`src/inc/pab_regs.vh`:
```
// register map, field layout and mode encodings of the port a/b gpio block
`ifndef PAB_GPIO_REGS_VH
`define PAB_GPIO_REGS_VH

// widths
`define PAB_ADDR_W 4
`define PAB_DATA_W 8
`define PAB_EXT_ADDR_W 16

// register offsets
`define PAB_OFF_A_DATA 4'h0
`define PAB_OFF_B_DATA 4'h1
`define PAB_OFF_A_DIR 4'h2
`define PAB_OFF_B_DIR 4'h3
`define PAB_OFF_STATUS 4'h4
`define PAB_OFF_A_PINS 4'h5
`define PAB_OFF_B_PINS 4'h6

// register select codes returned by the decoder
`define PAB_SEL_NONE 3'h0
`define PAB_SEL_A_DATA 3'h1
`define PAB_SEL_B_DATA 3'h2
`define PAB_SEL_A_DIR 3'h3
`define PAB_SEL_B_DIR 3'h4
`define PAB_SEL_STATUS 3'h5
`define PAB_SEL_A_PINS 3'h6
`define PAB_SEL_B_PINS 3'h7

// reset values
`define PAB_RST_DIR 8'h00
`define PAB_RST_DATA 8'h00
`define PAB_RST_ZERO 8'h00

// operating mode encodings on i_mode
`define PAB_MODE_SINGLE 2'b00
`define PAB_MODE_NORM_EXP 2'b01
`define PAB_MODE_EMU_SINGLE 2'b10
`define PAB_MODE_EMU_EXP 2'b11

// status register fields
`define PAB_ST_EXPANDED 0
`define PAB_ST_EMULATION 1
`define PAB_ST_A_OWNED 2
`define PAB_ST_B_OWNED 3
`define PAB_ST_UDS_IN 4
`define PAB_ST_IVD_PHASE 5

// port b pin that carries the upper data select input
`define PAB_UDS_BIT 0

// address byte fields
`define PAB_ADDR_LO_MSB 7
`define PAB_ADDR_LO_LSB 0
`define PAB_ADDR_HI_MSB 15
`define PAB_ADDR_HI_LSB 8

`endif

```
`src/hw/pab_sync.v`:
```
// two flip-flop synchroniser for asynchronous pin inputs
`timescale 1ns/100ps
module pab_sync #(
    parameter W = 8
) (
    // clock and reset
    input wire i_core_clk,
    input wire i_rst,
    // asynchronous input and synchronised output
    input wire [W-1:0] i_async,
    output wire [W-1:0] o_sync
);

reg [W-1:0] meta_q;
reg [W-1:0] sync_q;

// first stage is read only by the second stage to contain metastability
always @(posedge i_core_clk) begin
    if (i_rst) begin
        meta_q <= {W{1'b0}};
        sync_q <= {W{1'b0}};
    end else begin
        meta_q <= i_async;
        sync_q <= meta_q;
    end
end

assign o_sync = sync_q;

endmodule // pab_sync

```
`src/hw/pab_gpio.v`:
```
// port a/b general purpose i/o with external bus takeover
`timescale 1ns/100ps
`include "pab_regs.vh"
module pab_gpio (
    // clock and reset
    input wire i_core_clk,
    input wire i_rst,
    // register port
    input wire [`PAB_ADDR_W-1:0] i_addr,
    input wire [`PAB_DATA_W-1:0] i_wdata,
    input wire i_wr,
    input wire i_rd,
    output wire [`PAB_DATA_W-1:0] o_rdata,
    // operating mode from the mode logic, same clock
    input wire [1:0] i_mode,
    // external bus side, same clock
    input wire [`PAB_EXT_ADDR_W-1:0] i_ext_addr,
    input wire [`PAB_DATA_W-1:0] i_internal_visibility_data,
    input wire i_ivd_phase,
    input wire [`PAB_DATA_W-1:0] i_ext_rdata,
    output wire o_ext_wr,
    output wire [`PAB_ADDR_W-1:0] o_ext_waddr,
    output wire [`PAB_DATA_W-1:0] o_ext_wdata,
    output wire o_upper_data_select,
    // port a pins
    input wire [`PAB_DATA_W-1:0] i_pa_pin,
    output wire [`PAB_DATA_W-1:0] o_pa_out,
    output wire [`PAB_DATA_W-1:0] o_pa_oe,
    // port b pins
    input wire [`PAB_DATA_W-1:0] i_port_b_data_bits,
    output wire [`PAB_DATA_W-1:0] o_port_b_data_bits,
    output wire [`PAB_DATA_W-1:0] o_port_b_oe
);

////////////////////////////////////////////////////////////////////////////////
// register decode

// one decoder shared by the write path and the read path
function [2:0] reg_sel;
    input [`PAB_ADDR_W-1:0] addr;
    begin
        case (addr)
            `PAB_OFF_A_DATA: reg_sel = `PAB_SEL_A_DATA;
            `PAB_OFF_B_DATA: reg_sel = `PAB_SEL_B_DATA;
            `PAB_OFF_A_DIR: reg_sel = `PAB_SEL_A_DIR;
            `PAB_OFF_B_DIR: reg_sel = `PAB_SEL_B_DIR;
            `PAB_OFF_STATUS: reg_sel = `PAB_SEL_STATUS;
            `PAB_OFF_A_PINS: reg_sel = `PAB_SEL_A_PINS;
            `PAB_OFF_B_PINS: reg_sel = `PAB_SEL_B_PINS;
            default: reg_sel = `PAB_SEL_NONE;
        endcase
    end
endfunction

wire [2:0] wr_sel;
wire [2:0] rd_sel;

assign wr_sel = reg_sel(i_addr);
assign rd_sel = reg_sel(i_addr);

////////////////////////////////////////////////////////////////////////////////
// mode decode

reg expanded;
reg emulation;
reg norm_exp;

// mode input comes from logic on this clock, so it is used unsynchronised
always @* begin
    expanded = 1'b0;
    emulation = 1'b0;
    norm_exp = 1'b0;
    case (i_mode)
        `PAB_MODE_SINGLE: begin
            expanded = 1'b0;
        end
        `PAB_MODE_NORM_EXP: begin
            expanded = 1'b1;
            norm_exp = 1'b1;
        end
        `PAB_MODE_EMU_SINGLE: begin
            emulation = 1'b1;
        end
        `PAB_MODE_EMU_EXP: begin
            expanded = 1'b1;
            emulation = 1'b1;
        end
        default: begin
            expanded = 1'b0;
        end
    endcase
end

// the external bus owns both ports whenever it runs
wire bus_owns_a;
wire bus_owns_b;

assign bus_owns_a = expanded | emulation;
assign bus_owns_b = expanded | emulation;

////////////////////////////////////////////////////////////////////////////////
// pin synchronisers

wire [`PAB_DATA_W-1:0] pa_pin_s;
wire [`PAB_DATA_W-1:0] pb_pin_s;

// pins are asynchronous to the core clock
pab_sync #(
    .W(`PAB_DATA_W)
) u_sync_a (
    .i_core_clk(i_core_clk),
    .i_rst(i_rst),
    .i_async(i_pa_pin),
    .o_sync(pa_pin_s)
);

pab_sync #(
    .W(`PAB_DATA_W)
) u_sync_b (
    .i_core_clk(i_core_clk),
    .i_rst(i_rst),
    .i_async(i_port_b_data_bits),
    .o_sync(pb_pin_s)
);

////////////////////////////////////////////////////////////////////////////////
// direction and data registers

reg [`PAB_DATA_W-1:0] port_a_direction_q;
reg [`PAB_DATA_W-1:0] port_b_direction_q;
reg [`PAB_DATA_W-1:0] port_a_data_q;
reg [`PAB_DATA_W-1:0] port_b_data_q;

// direction writes are taken in every mode; bus takeover never edits them
always @(posedge i_core_clk) begin
    if (i_rst) begin
        port_a_direction_q <= `PAB_RST_DIR;
        port_b_direction_q <= `PAB_RST_DIR;
    end else if (i_wr) begin
        if (wr_sel == `PAB_SEL_A_DIR) begin
            port_a_direction_q <= i_wdata;
        end
        if (wr_sel == `PAB_SEL_B_DIR) begin
            port_b_direction_q <= i_wdata;
        end
    end
end

// data registers keep their value while the bus owns the pins
always @(posedge i_core_clk) begin
    if (i_rst) begin
        port_a_data_q <= `PAB_RST_DATA;
        port_b_data_q <= `PAB_RST_DATA;
    end else if (i_wr) begin
        if (wr_sel == `PAB_SEL_A_DATA) begin
            port_a_data_q <= i_wdata;
        end
        if (wr_sel == `PAB_SEL_B_DATA) begin
            port_b_data_q <= i_wdata;
        end
    end
end

////////////////////////////////////////////////////////////////////////////////
// forwarding of direction writes onto the external bus

reg ext_wr_q;
reg [`PAB_ADDR_W-1:0] ext_waddr_q;
reg [`PAB_DATA_W-1:0] ext_wdata_q;
wire dir_wr;

assign dir_wr = i_wr & ((wr_sel == `PAB_SEL_A_DIR) |
                        (wr_sel == `PAB_SEL_B_DIR));

// one-cycle write pulse in emulation, from the same edge that writes the register
always @(posedge i_core_clk) begin
    if (i_rst) begin
        ext_wr_q <= 1'b0;
        ext_waddr_q <= `PAB_OFF_A_DATA;
        ext_wdata_q <= `PAB_RST_ZERO;
    end else begin
        ext_wr_q <= dir_wr & emulation;
        if (dir_wr & emulation) begin
            ext_waddr_q <= i_addr;
            ext_wdata_q <= i_wdata;
        end
    end
end

assign o_ext_wr = ext_wr_q;
assign o_ext_waddr = ext_waddr_q;
assign o_ext_wdata = ext_wdata_q;

////////////////////////////////////////////////////////////////////////////////
// bus values presented on the pins

wire [`PAB_DATA_W-1:0] addr_lo;
wire [`PAB_DATA_W-1:0] addr_hi;
wire [`PAB_DATA_W-1:0] pb_bus_val;

assign addr_lo = i_ext_addr[`PAB_ADDR_LO_MSB:`PAB_ADDR_LO_LSB];
assign addr_hi = i_ext_addr[`PAB_ADDR_HI_MSB:`PAB_ADDR_HI_LSB];

// emulation alternates address and visibility data under the bus phase
assign pb_bus_val = (emulation & i_ivd_phase) ?
                    i_internal_visibility_data :
                    addr_lo;

////////////////////////////////////////////////////////////////////////////////
// per-pin output muxes

reg [`PAB_DATA_W-1:0] pa_out_q;
reg [`PAB_DATA_W-1:0] pa_oe_q;
reg [`PAB_DATA_W-1:0] pb_out_q;
reg [`PAB_DATA_W-1:0] pb_oe_q;
wire [`PAB_DATA_W-1:0] pa_out_d;
wire [`PAB_DATA_W-1:0] pa_oe_d;
wire [`PAB_DATA_W-1:0] pb_out_d;
wire [`PAB_DATA_W-1:0] pb_oe_d;

genvar gi;
generate
    for (gi = 0; gi < `PAB_DATA_W; gi = gi + 1) begin : g_pin
        // port a: bus address high byte or plain gpio
        assign pa_out_d[gi] = bus_owns_a ? addr_hi[gi] :
                              port_a_data_q[gi];
        assign pa_oe_d[gi] = bus_owns_a | port_a_direction_q[gi];
        if (gi == `PAB_UDS_BIT) begin : g_uds
            // pin 0 turns into an input in normal expanded mode
            assign pb_out_d[gi] = (bus_owns_b & ~norm_exp) ?
                                  pb_bus_val[gi] :
                                  port_b_data_q[gi];
            assign pb_oe_d[gi] = norm_exp ? 1'b0 :
                                 (bus_owns_b |
                                  port_b_direction_q[gi]);
        end else begin : g_plain
            assign pb_out_d[gi] = bus_owns_b ? pb_bus_val[gi] :
                                  port_b_data_q[gi];
            assign pb_oe_d[gi] = bus_owns_b |
                                 port_b_direction_q[gi];
        end
    end
endgenerate

// registered pin drive keeps glitches from mode changes off the pads
always @(posedge i_core_clk) begin
    if (i_rst) begin
        pa_out_q <= `PAB_RST_ZERO;
        pa_oe_q <= `PAB_RST_ZERO;
        pb_out_q <= `PAB_RST_ZERO;
        pb_oe_q <= `PAB_RST_ZERO;
    end else begin
        pa_out_q <= pa_out_d;
        pa_oe_q <= pa_oe_d;
        pb_out_q <= pb_out_d;
        pb_oe_q <= pb_oe_d;
    end
end

assign o_pa_out = pa_out_q;
assign o_pa_oe = pa_oe_q;
assign o_port_b_data_bits = pb_out_q;
assign o_port_b_oe = pb_oe_q;

////////////////////////////////////////////////////////////////////////////////
// upper data select input

reg uds_q;

// only meaningful in normal expanded mode; held low otherwise
always @(posedge i_core_clk) begin
    if (i_rst) begin
        uds_q <= 1'b0;
    end else begin
        uds_q <= norm_exp & pb_pin_s[`PAB_UDS_BIT];
    end
end

assign o_upper_data_select = uds_q;

////////////////////////////////////////////////////////////////////////////////
// read path

reg [`PAB_DATA_W-1:0] rdata_d;
reg [`PAB_DATA_W-1:0] rdata_q;
reg [`PAB_DATA_W-1:0] status;

// status shows the block's own view of mode and ownership
always @* begin
    status = `PAB_RST_ZERO;
    status[`PAB_ST_EXPANDED] = expanded;
    status[`PAB_ST_EMULATION] = emulation;
    status[`PAB_ST_A_OWNED] = bus_owns_a;
    status[`PAB_ST_B_OWNED] = bus_owns_b;
    status[`PAB_ST_UDS_IN] = uds_q;
    status[`PAB_ST_IVD_PHASE] = i_ivd_phase;
end

// data reads mix register and pin per direction bit
always @* begin
    rdata_d = `PAB_RST_ZERO;
    case (rd_sel)
        `PAB_SEL_A_DATA: begin
            rdata_d = (port_a_direction_q & port_a_data_q) |
                      (~port_a_direction_q & pa_pin_s);
        end
        `PAB_SEL_B_DATA: begin
            rdata_d = (port_b_direction_q & port_b_data_q) |
                      (~port_b_direction_q & pb_pin_s);
        end
        `PAB_SEL_A_DIR: begin
            rdata_d = emulation ? i_ext_rdata :
                      port_a_direction_q;
        end
        `PAB_SEL_B_DIR: begin
            rdata_d = emulation ? i_ext_rdata :
                      port_b_direction_q;
        end
        `PAB_SEL_STATUS: begin
            rdata_d = status;
        end
        `PAB_SEL_A_PINS: begin
            rdata_d = pa_pin_s;
        end
        `PAB_SEL_B_PINS: begin
            rdata_d = pb_pin_s;
        end
        default: begin
            rdata_d = `PAB_RST_ZERO;
        end
    endcase
end

// read data stand only in the cycle after the strobe, zero otherwise
always @(posedge i_core_clk) begin
    if (i_rst) begin
        rdata_q <= `PAB_RST_ZERO;
    end else if (i_rd) begin
        rdata_q <= rdata_d;
    end else begin
        rdata_q <= `PAB_RST_ZERO;
    end
end

assign o_rdata = rdata_q;

endmodule // pab_gpio

```
`config.mk`:
```
export PLATFORM = sky130hd
export DESIGN_NAME = pab_gpio
export DESIGN_NICKNAME = d
export VERILOG_FILES = /design/src/hw/pab_sync.v /design/src/hw/pab_gpio.v
export VERILOG_INCLUDE_DIRS = /design/src /design/src/inc
export SDC_FILE = /design/constraint.sdc
export NUM_CORES = 1
export LEC_CHECK = 0
export ABC_CLOCK_PERIOD_IN_PS = 1700
export BUFFER_PORTS_ARGS = -buffer_cell sky130_fd_sc_hd__buf_2
export CAP_MARGIN = 20
export CELL_PAD_IN_SITES_DETAIL_PLACEMENT = 1
export CELL_PAD_IN_SITES_GLOBAL_PLACEMENT = 1
export CORE_MARGIN = 2
export CORE_UTILIZATION = 38
export CTS_CLUSTER_DIAMETER = 50
export DETAILED_ROUTE_END_ITERATION = 16
export PLACE_DENSITY_LB_ADDON = 0.1
export SYNTH_ARGS = -nofsm -noshare
export SYNTH_HDL_FRONTEND = slang
export SYNTH_SLANG_ARGS = --single-unit
```
`constraint.sdc`:
```
create_clock -name i_core_clk -period 1.7 [get_ports i_core_clk]
set_input_delay 0.17 -clock i_core_clk [delete_from_list [all_inputs] [get_ports i_core_clk]]
set_output_delay 0.17 -clock i_core_clk [all_outputs]
set_load 0.005 [all_outputs]
```
# Yosys cells after proc, flatten, opt, wreduce, memory -nomap -nowiden
# Index checks and enable logic that the tools add are counted.
[word_totals]
register_bits = 118
input_bits = 67
output_inout_bits = 54
[op_classes]
bitwise_logic = 33
reduce_logical = 9
mux = 24
eq_ne = 16
[op_table]
columns = ["op", "n"]
rows = [
  ["8-bit one-hot mux with 7 select lines", 1],
  ["8-bit bitwise AND", 4],
  ["8-bit 2-to-1 mux", 3],
  ["3-bit one-hot mux with 7 select lines", 1],
  ["1-bit 2-to-1 mux", 19],
  ["1-bit bitwise OR", 18],
  ["8-bit inverter", 2],
  ["8-bit bitwise OR", 2],
  ["3-bit equality test, second input constant", 4],
  ["4-bit by 3-bit equality test with 1-bit output, second input constant", 3],
  ["4-bit by 2-bit equality test with 1-bit output, second input constant", 2],
  ["2-bit AND reduction", 4],
  ["2-bit OR reduction", 4],
  ["3-bit by 2-bit equality test with 1-bit output, second input constant", 2],
  ["1-bit bitwise AND", 5],
  ["2-bit equality test, second input constant", 2],
  ["4-bit by 1-bit equality test with 1-bit output, second input constant", 1],
  ["4-bit zero test", 1],
  ["3-bit by 1-bit equality test with 1-bit output, second input constant", 1],
  ["2-bit by 1-bit equality test with 1-bit output, second input constant", 1],
  ["1-bit inverter", 2],
]

# Longest topological paths before layout
[logic_depth]
depth_word = 6
mapped_depth = 7

# Modules after synthesis
# Synthesis repeated with hierarchy kept, for this count alone.
[unflattened]
cells_unflattened = 474
area_unflattened_um2 = 4603.2
[modules_own_cells]
columns = ["module", "area_each_um2", "seq_area_each_um2", "n_inst", "cells_each"]
rows = [
  ["pab_gpio", 3674.8, 1721.7, 1, 408],
  ["pab_sync", 464.2, 320.3, 2, 33],
]

# Worst setup path before layout
# No wires, ideal clock.
[synth_timing]
path_type = "input to register"
from = "in i_addr[3]"
to = "reg port_b_data_q[0]"
setup_slack_ns = 0.210
t_arrival_ns = 1.362
setup_ns = 0.128
required_ns = 1.572
n_path_buf = 2
stages = 6
path_cell_list = "or4b_1 -> buf_2 -> or2_1 -> buf_6 -> mux2i_1 -> nor2_1"
[synth_between]
elab_chain_cells = 4
elab_cells_between_ends = 10
cone_classes = "eq/ne: 7; mux: 1; reduce/logical: 2"
[synth_lines]
columns = ["item", "line", "text"]
rows = [
  ["from (decl)", "pab_gpio.v:9", "input wire [`PAB_ADDR_W-1:0] i_addr,"],
  ["4-bit by 3-bit equality test with 1-bit output (tied with other cells)", "pab_gpio.v:42", "case (addr)"],
  ["3-bit one-hot mux with 7 select lines *", "pab_gpio.v:42", ""],
  ["3-bit by 2-bit equality test with 1-bit output *", "n/a", ""],
  ["2-bit AND reduction (no source line) *", "n/a", ""],
  ["to (signal assigned)", "pab_gpio.v:153", "port_b_data_q <= `PAB_RST_DATA;"],
  ["to (signal assigned)", "pab_gpio.v:159", "port_b_data_q <= i_wdata;"],
  ["to (decl)", "pab_gpio.v:132", "reg [`PAB_DATA_W-1:0] port_b_data_q;"],
]
# Mark *: on every way between the ends. The rest lies on a longest branch, timed or not.
# A chain may end at the register's enable or synchronous reset.

# Worst setup path in the final report
[layout_timing]
from = "reg port_a_data_q[7]"
to = "reg rdata_q[7], in the netlist o_rdata[7]"
[layout_between]
elab_chain_cells = 3
[layout_lines]
columns = ["item", "line", "text"]
rows = [
  ["from (decl)", "pab_gpio.v:131", "reg [`PAB_DATA_W-1:0] port_a_data_q;"],
  ["from (signal assigned)", "pab_gpio.v:152", "port_a_data_q <= `PAB_RST_DATA;"],
  ["from (signal assigned)", "pab_gpio.v:156", "port_a_data_q <= i_wdata;"],
  ["8-bit bitwise AND", "pab_gpio.v:304", "rdata_d = (port_a_direction_q & port_a_data_q) |"],
  ["8-bit bitwise OR", "pab_gpio.v:304", ""],
  ["8-bit one-hot mux with 7 select lines", "pab_gpio.v:302", "case (rd_sel)"],
  ["to (signal assigned)", "pab_gpio.v:337", "rdata_q <= `PAB_RST_ZERO;"],
  ["to (signal assigned)", "pab_gpio.v:339", "rdata_q <= rdata_d;"],
  ["to (signal assigned)", "pab_gpio.v:341", "rdata_q <= `PAB_RST_ZERO;"],
  ["to (decl)", "pab_gpio.v:285", "reg [`PAB_DATA_W-1:0] rdata_q;"],
]
# Every way passes these cells.

==> flow_summary.yaml <==
outcome:
  outcome: "complete, no violations"
timing:
  finalCritPeriodShare_pct: 80.1
  fmax_ghz: 0.735
  skew_ns: 0.00847
  finalCriticalPeriod_ns: 1.36
  timing.final.max_slew_violations: 0
  setup_tns_ns: 0
  tightestPinTransition_ns: 0.702
  slew_headroom_pct: 53.2
  hold_violations: 0
  fin_ws_ns: 0.339
  rsz0062_at_grt: "no"
  setup_viol: 0
synthesis:
  yosys-top-cells-area: "dfxtp_1, mux2i_1, nand2_1, nor2_1, a21oi_1"
  synth_top_area_share_pct: 53.3
  ys_seq_elements: 118
  synth_area_um2: 4430
  async_flop_share_pct: 0
  ys_types: 37
  yosysWarnings: 0
  yosysMostFrequentCell: "dfxtp_1"
  syn_nets: 567
  synth-edff-count: 0
  synth_top_area_cell: "dfxtp_1"
  ys_seq_area_share_pct: 53.3
  synthFlopType: "dfxtp_1"
  syn_inst: 500
  ys_top_cells_by_count: "dfxtp_1, nand2_1, nor2_1"
  postSynthAreaPerCell_um2: 8.86
place:
  io_buffers: 120
  pre_cts_slack_ns: -0.0280
  dp_hpwl_um: 10400
  gp_congestion: 0.881
  placed_cells: 750
route:
  wl_per_cell_um: 18.7
  viasPerCell: 5.19
  totalWireLength_um: 15000
  dr.first_iter.drc_count: 250
  post-route-drc-count: 0
  firstDrtPassIters: 4
  vias: 4155
  postRouteAntennaNets: 0
clock_network:
  clockBufferDepth: 2
  path_clk_slew_ns: 0.05
  htreeDepth: 4
  clock_sinks: 118
  clock_latency_ns: 0.42
  clock-root-buffer: "clkbuf_16"
  cts_made_buffers: 17
  tritoncts: "done"
critical_path:
  crit_arrival_ns: 1.69
  start_kind: "register"
  crit_chain: "nor2_1, a2111oi_0, o21ai_0, a31oi_1"
  cp.required_ns: 2.03
  endpoint_kind: "register"
  worst_path_max_delay_cell: "a2111oi_0"
  cp_max_fo: 3
  crit_type: "register to register"
  max_stage_delay_ns: 0.46
die:
  start_util_pct: 38.8
  core_area_um2: 11400
  io_pins: 121
  dieHeight_um: 112
  die_w_um: 112
  die_area_um2: 12500
  row_count: 39
final_layout:
  drive_above_1_share_pct: 26.8
  regArea_um2: 2360
  n_fill_cell: 1346
  postLayoutCoreUtil_pct: 53.4
  antenna-diode-count: 0
  multi_input_area_um2: 1900
  stdcell_count: 800
  nets: 714
  areaGrowthSynthToFinish_pct: 37.6
power:
  finalPower_w: 0.00715
  power.density_nw_per_um2: 1170
  peakVddDrop_mv: 0.864
  p_leak_nw: 2.64
global_routing:
  track_usage_pct: 25.0
  antenna_found_initial: 0
  first_global_vias: 4289
  grt_start_max_net_pins: 91
  grt_pass1_wl_um: 23700
  overflow: 0
job:
  drv_cap: 0
worst_hold_path:
  hold_class: "input pin to register"
## report_power, final
group	internal (W)	leakage, nW	switching, W
clock network	0.00249	0.296	0.00122
registers	0.00287	0.968	0.0000409
logic	0.000244	1.37	0.000291
total	0.00560	2.64	0.00155
## logic make-up after synthesis
kind of cell	after synthesis	synth area share, %
AND/OR/NAND/NOR	214	22.7
flip-flops	118	53.3
AO/OA/AOI/OAI	93	12.1
buffers and inverters	39	3.76
multiplexers	36	8.16
## path summary, 6_finish.rpt
| kind | startpoint | to | slack [ns] | cells past startpoint |
|---|---|---|---|---|
| max | port_a_data_q[7]$_SDFFE_PP0P_ | o_rdata[7]$_SDFF_PP0_ | 0.34 | 4 |
| min | i_ext_addr[13] | o_pa_out[5]$_SDFF_PP0_ | 0.01 | 3 |
| min reg2reg | u_sync_b.meta_q[6]$_SDFF_PP0_ | u_sync_b.o_sync[6]$_SDFF_PP0_ | 0.43 | 1 |
| max reg2reg | port_a_data_q[7]$_SDFFE_PP0P_ | o_rdata[7]$_SDFF_PP0_ | 0.34 | 4 |
## layout by cell type (no fill, tap or decap), types with 21 or more instances in the layout
master,instances
mux2i_1,35
nand2_1,69
dlygate4sd3_1,21
nand3_1,22
a21oi_1,43
nor2b_1,33
buf_2,119
nor2_1,67
dfxtp_1,118
## flip-flops by register name (all words and copies together) (netlist names)
signal / flops
o_upper_data_select: 1
u_sync_b.meta_q: 8
o_pa_oe: 8
o_port_b_oe: 8
port_a_data_q: 8
o_pa_out: 8
port_b_direction_q: 8
u_sync_b.o_sync: 8
port_b_data_q: 8
o_ext_waddr: 4
o_ext_wdata: 8
u_sync_a.meta_q: 8
o_port_b_data_bits: 8
o_rdata: 8
o_ext_wr: 1
port_a_direction_q: 8
u_sync_a.o_sync: 8
## area by class of cell
type | count | share of cell area (%)
clock buffer | 19 | 7.43
tap | 143 | 2.93
multi-input combinational | 343 | 31.2
clock inverter | 10 | 2.54
timing repair buffer | 164 | 17.0
sequential | 118 | 38.7
inverter | 3 | 0.185
## critical path, delay by kind of cell (launching register included)
family	cells	cell delay (ns)
compound gates	3	0.82
flops	1	0.39
simple gates	1	0.07
## metal layers
layer | vias to the layer above | routed length (µm) | track usage, %
li1 | 1995 | - | -
met1 | 2016 | 7050 | 33.9
met2 | 118 | 6900 | 39.0
met3 | 26 | 675 | 5.93
met4 | 0 | 337 | 9.11
met5 | - | 0 | 0
## per-stage QoR
step	hold slack, ns	area (µm²)
after floorplan	0.298	4430
after global routing	0.0271	6100
after detailed placement	0.384	5280
after global placement	0.377	5280
final	0.0123	6100
after CTS	0.00302	6100
## timing repair
action | in CTS | in global routing
setup buffers | 0 | 0
gates resized for setup | 0 | 0
hold buffers | 21 | 0
endpoints found under the hold margin | 21 | 0
(Power assumes the default switching activity.)
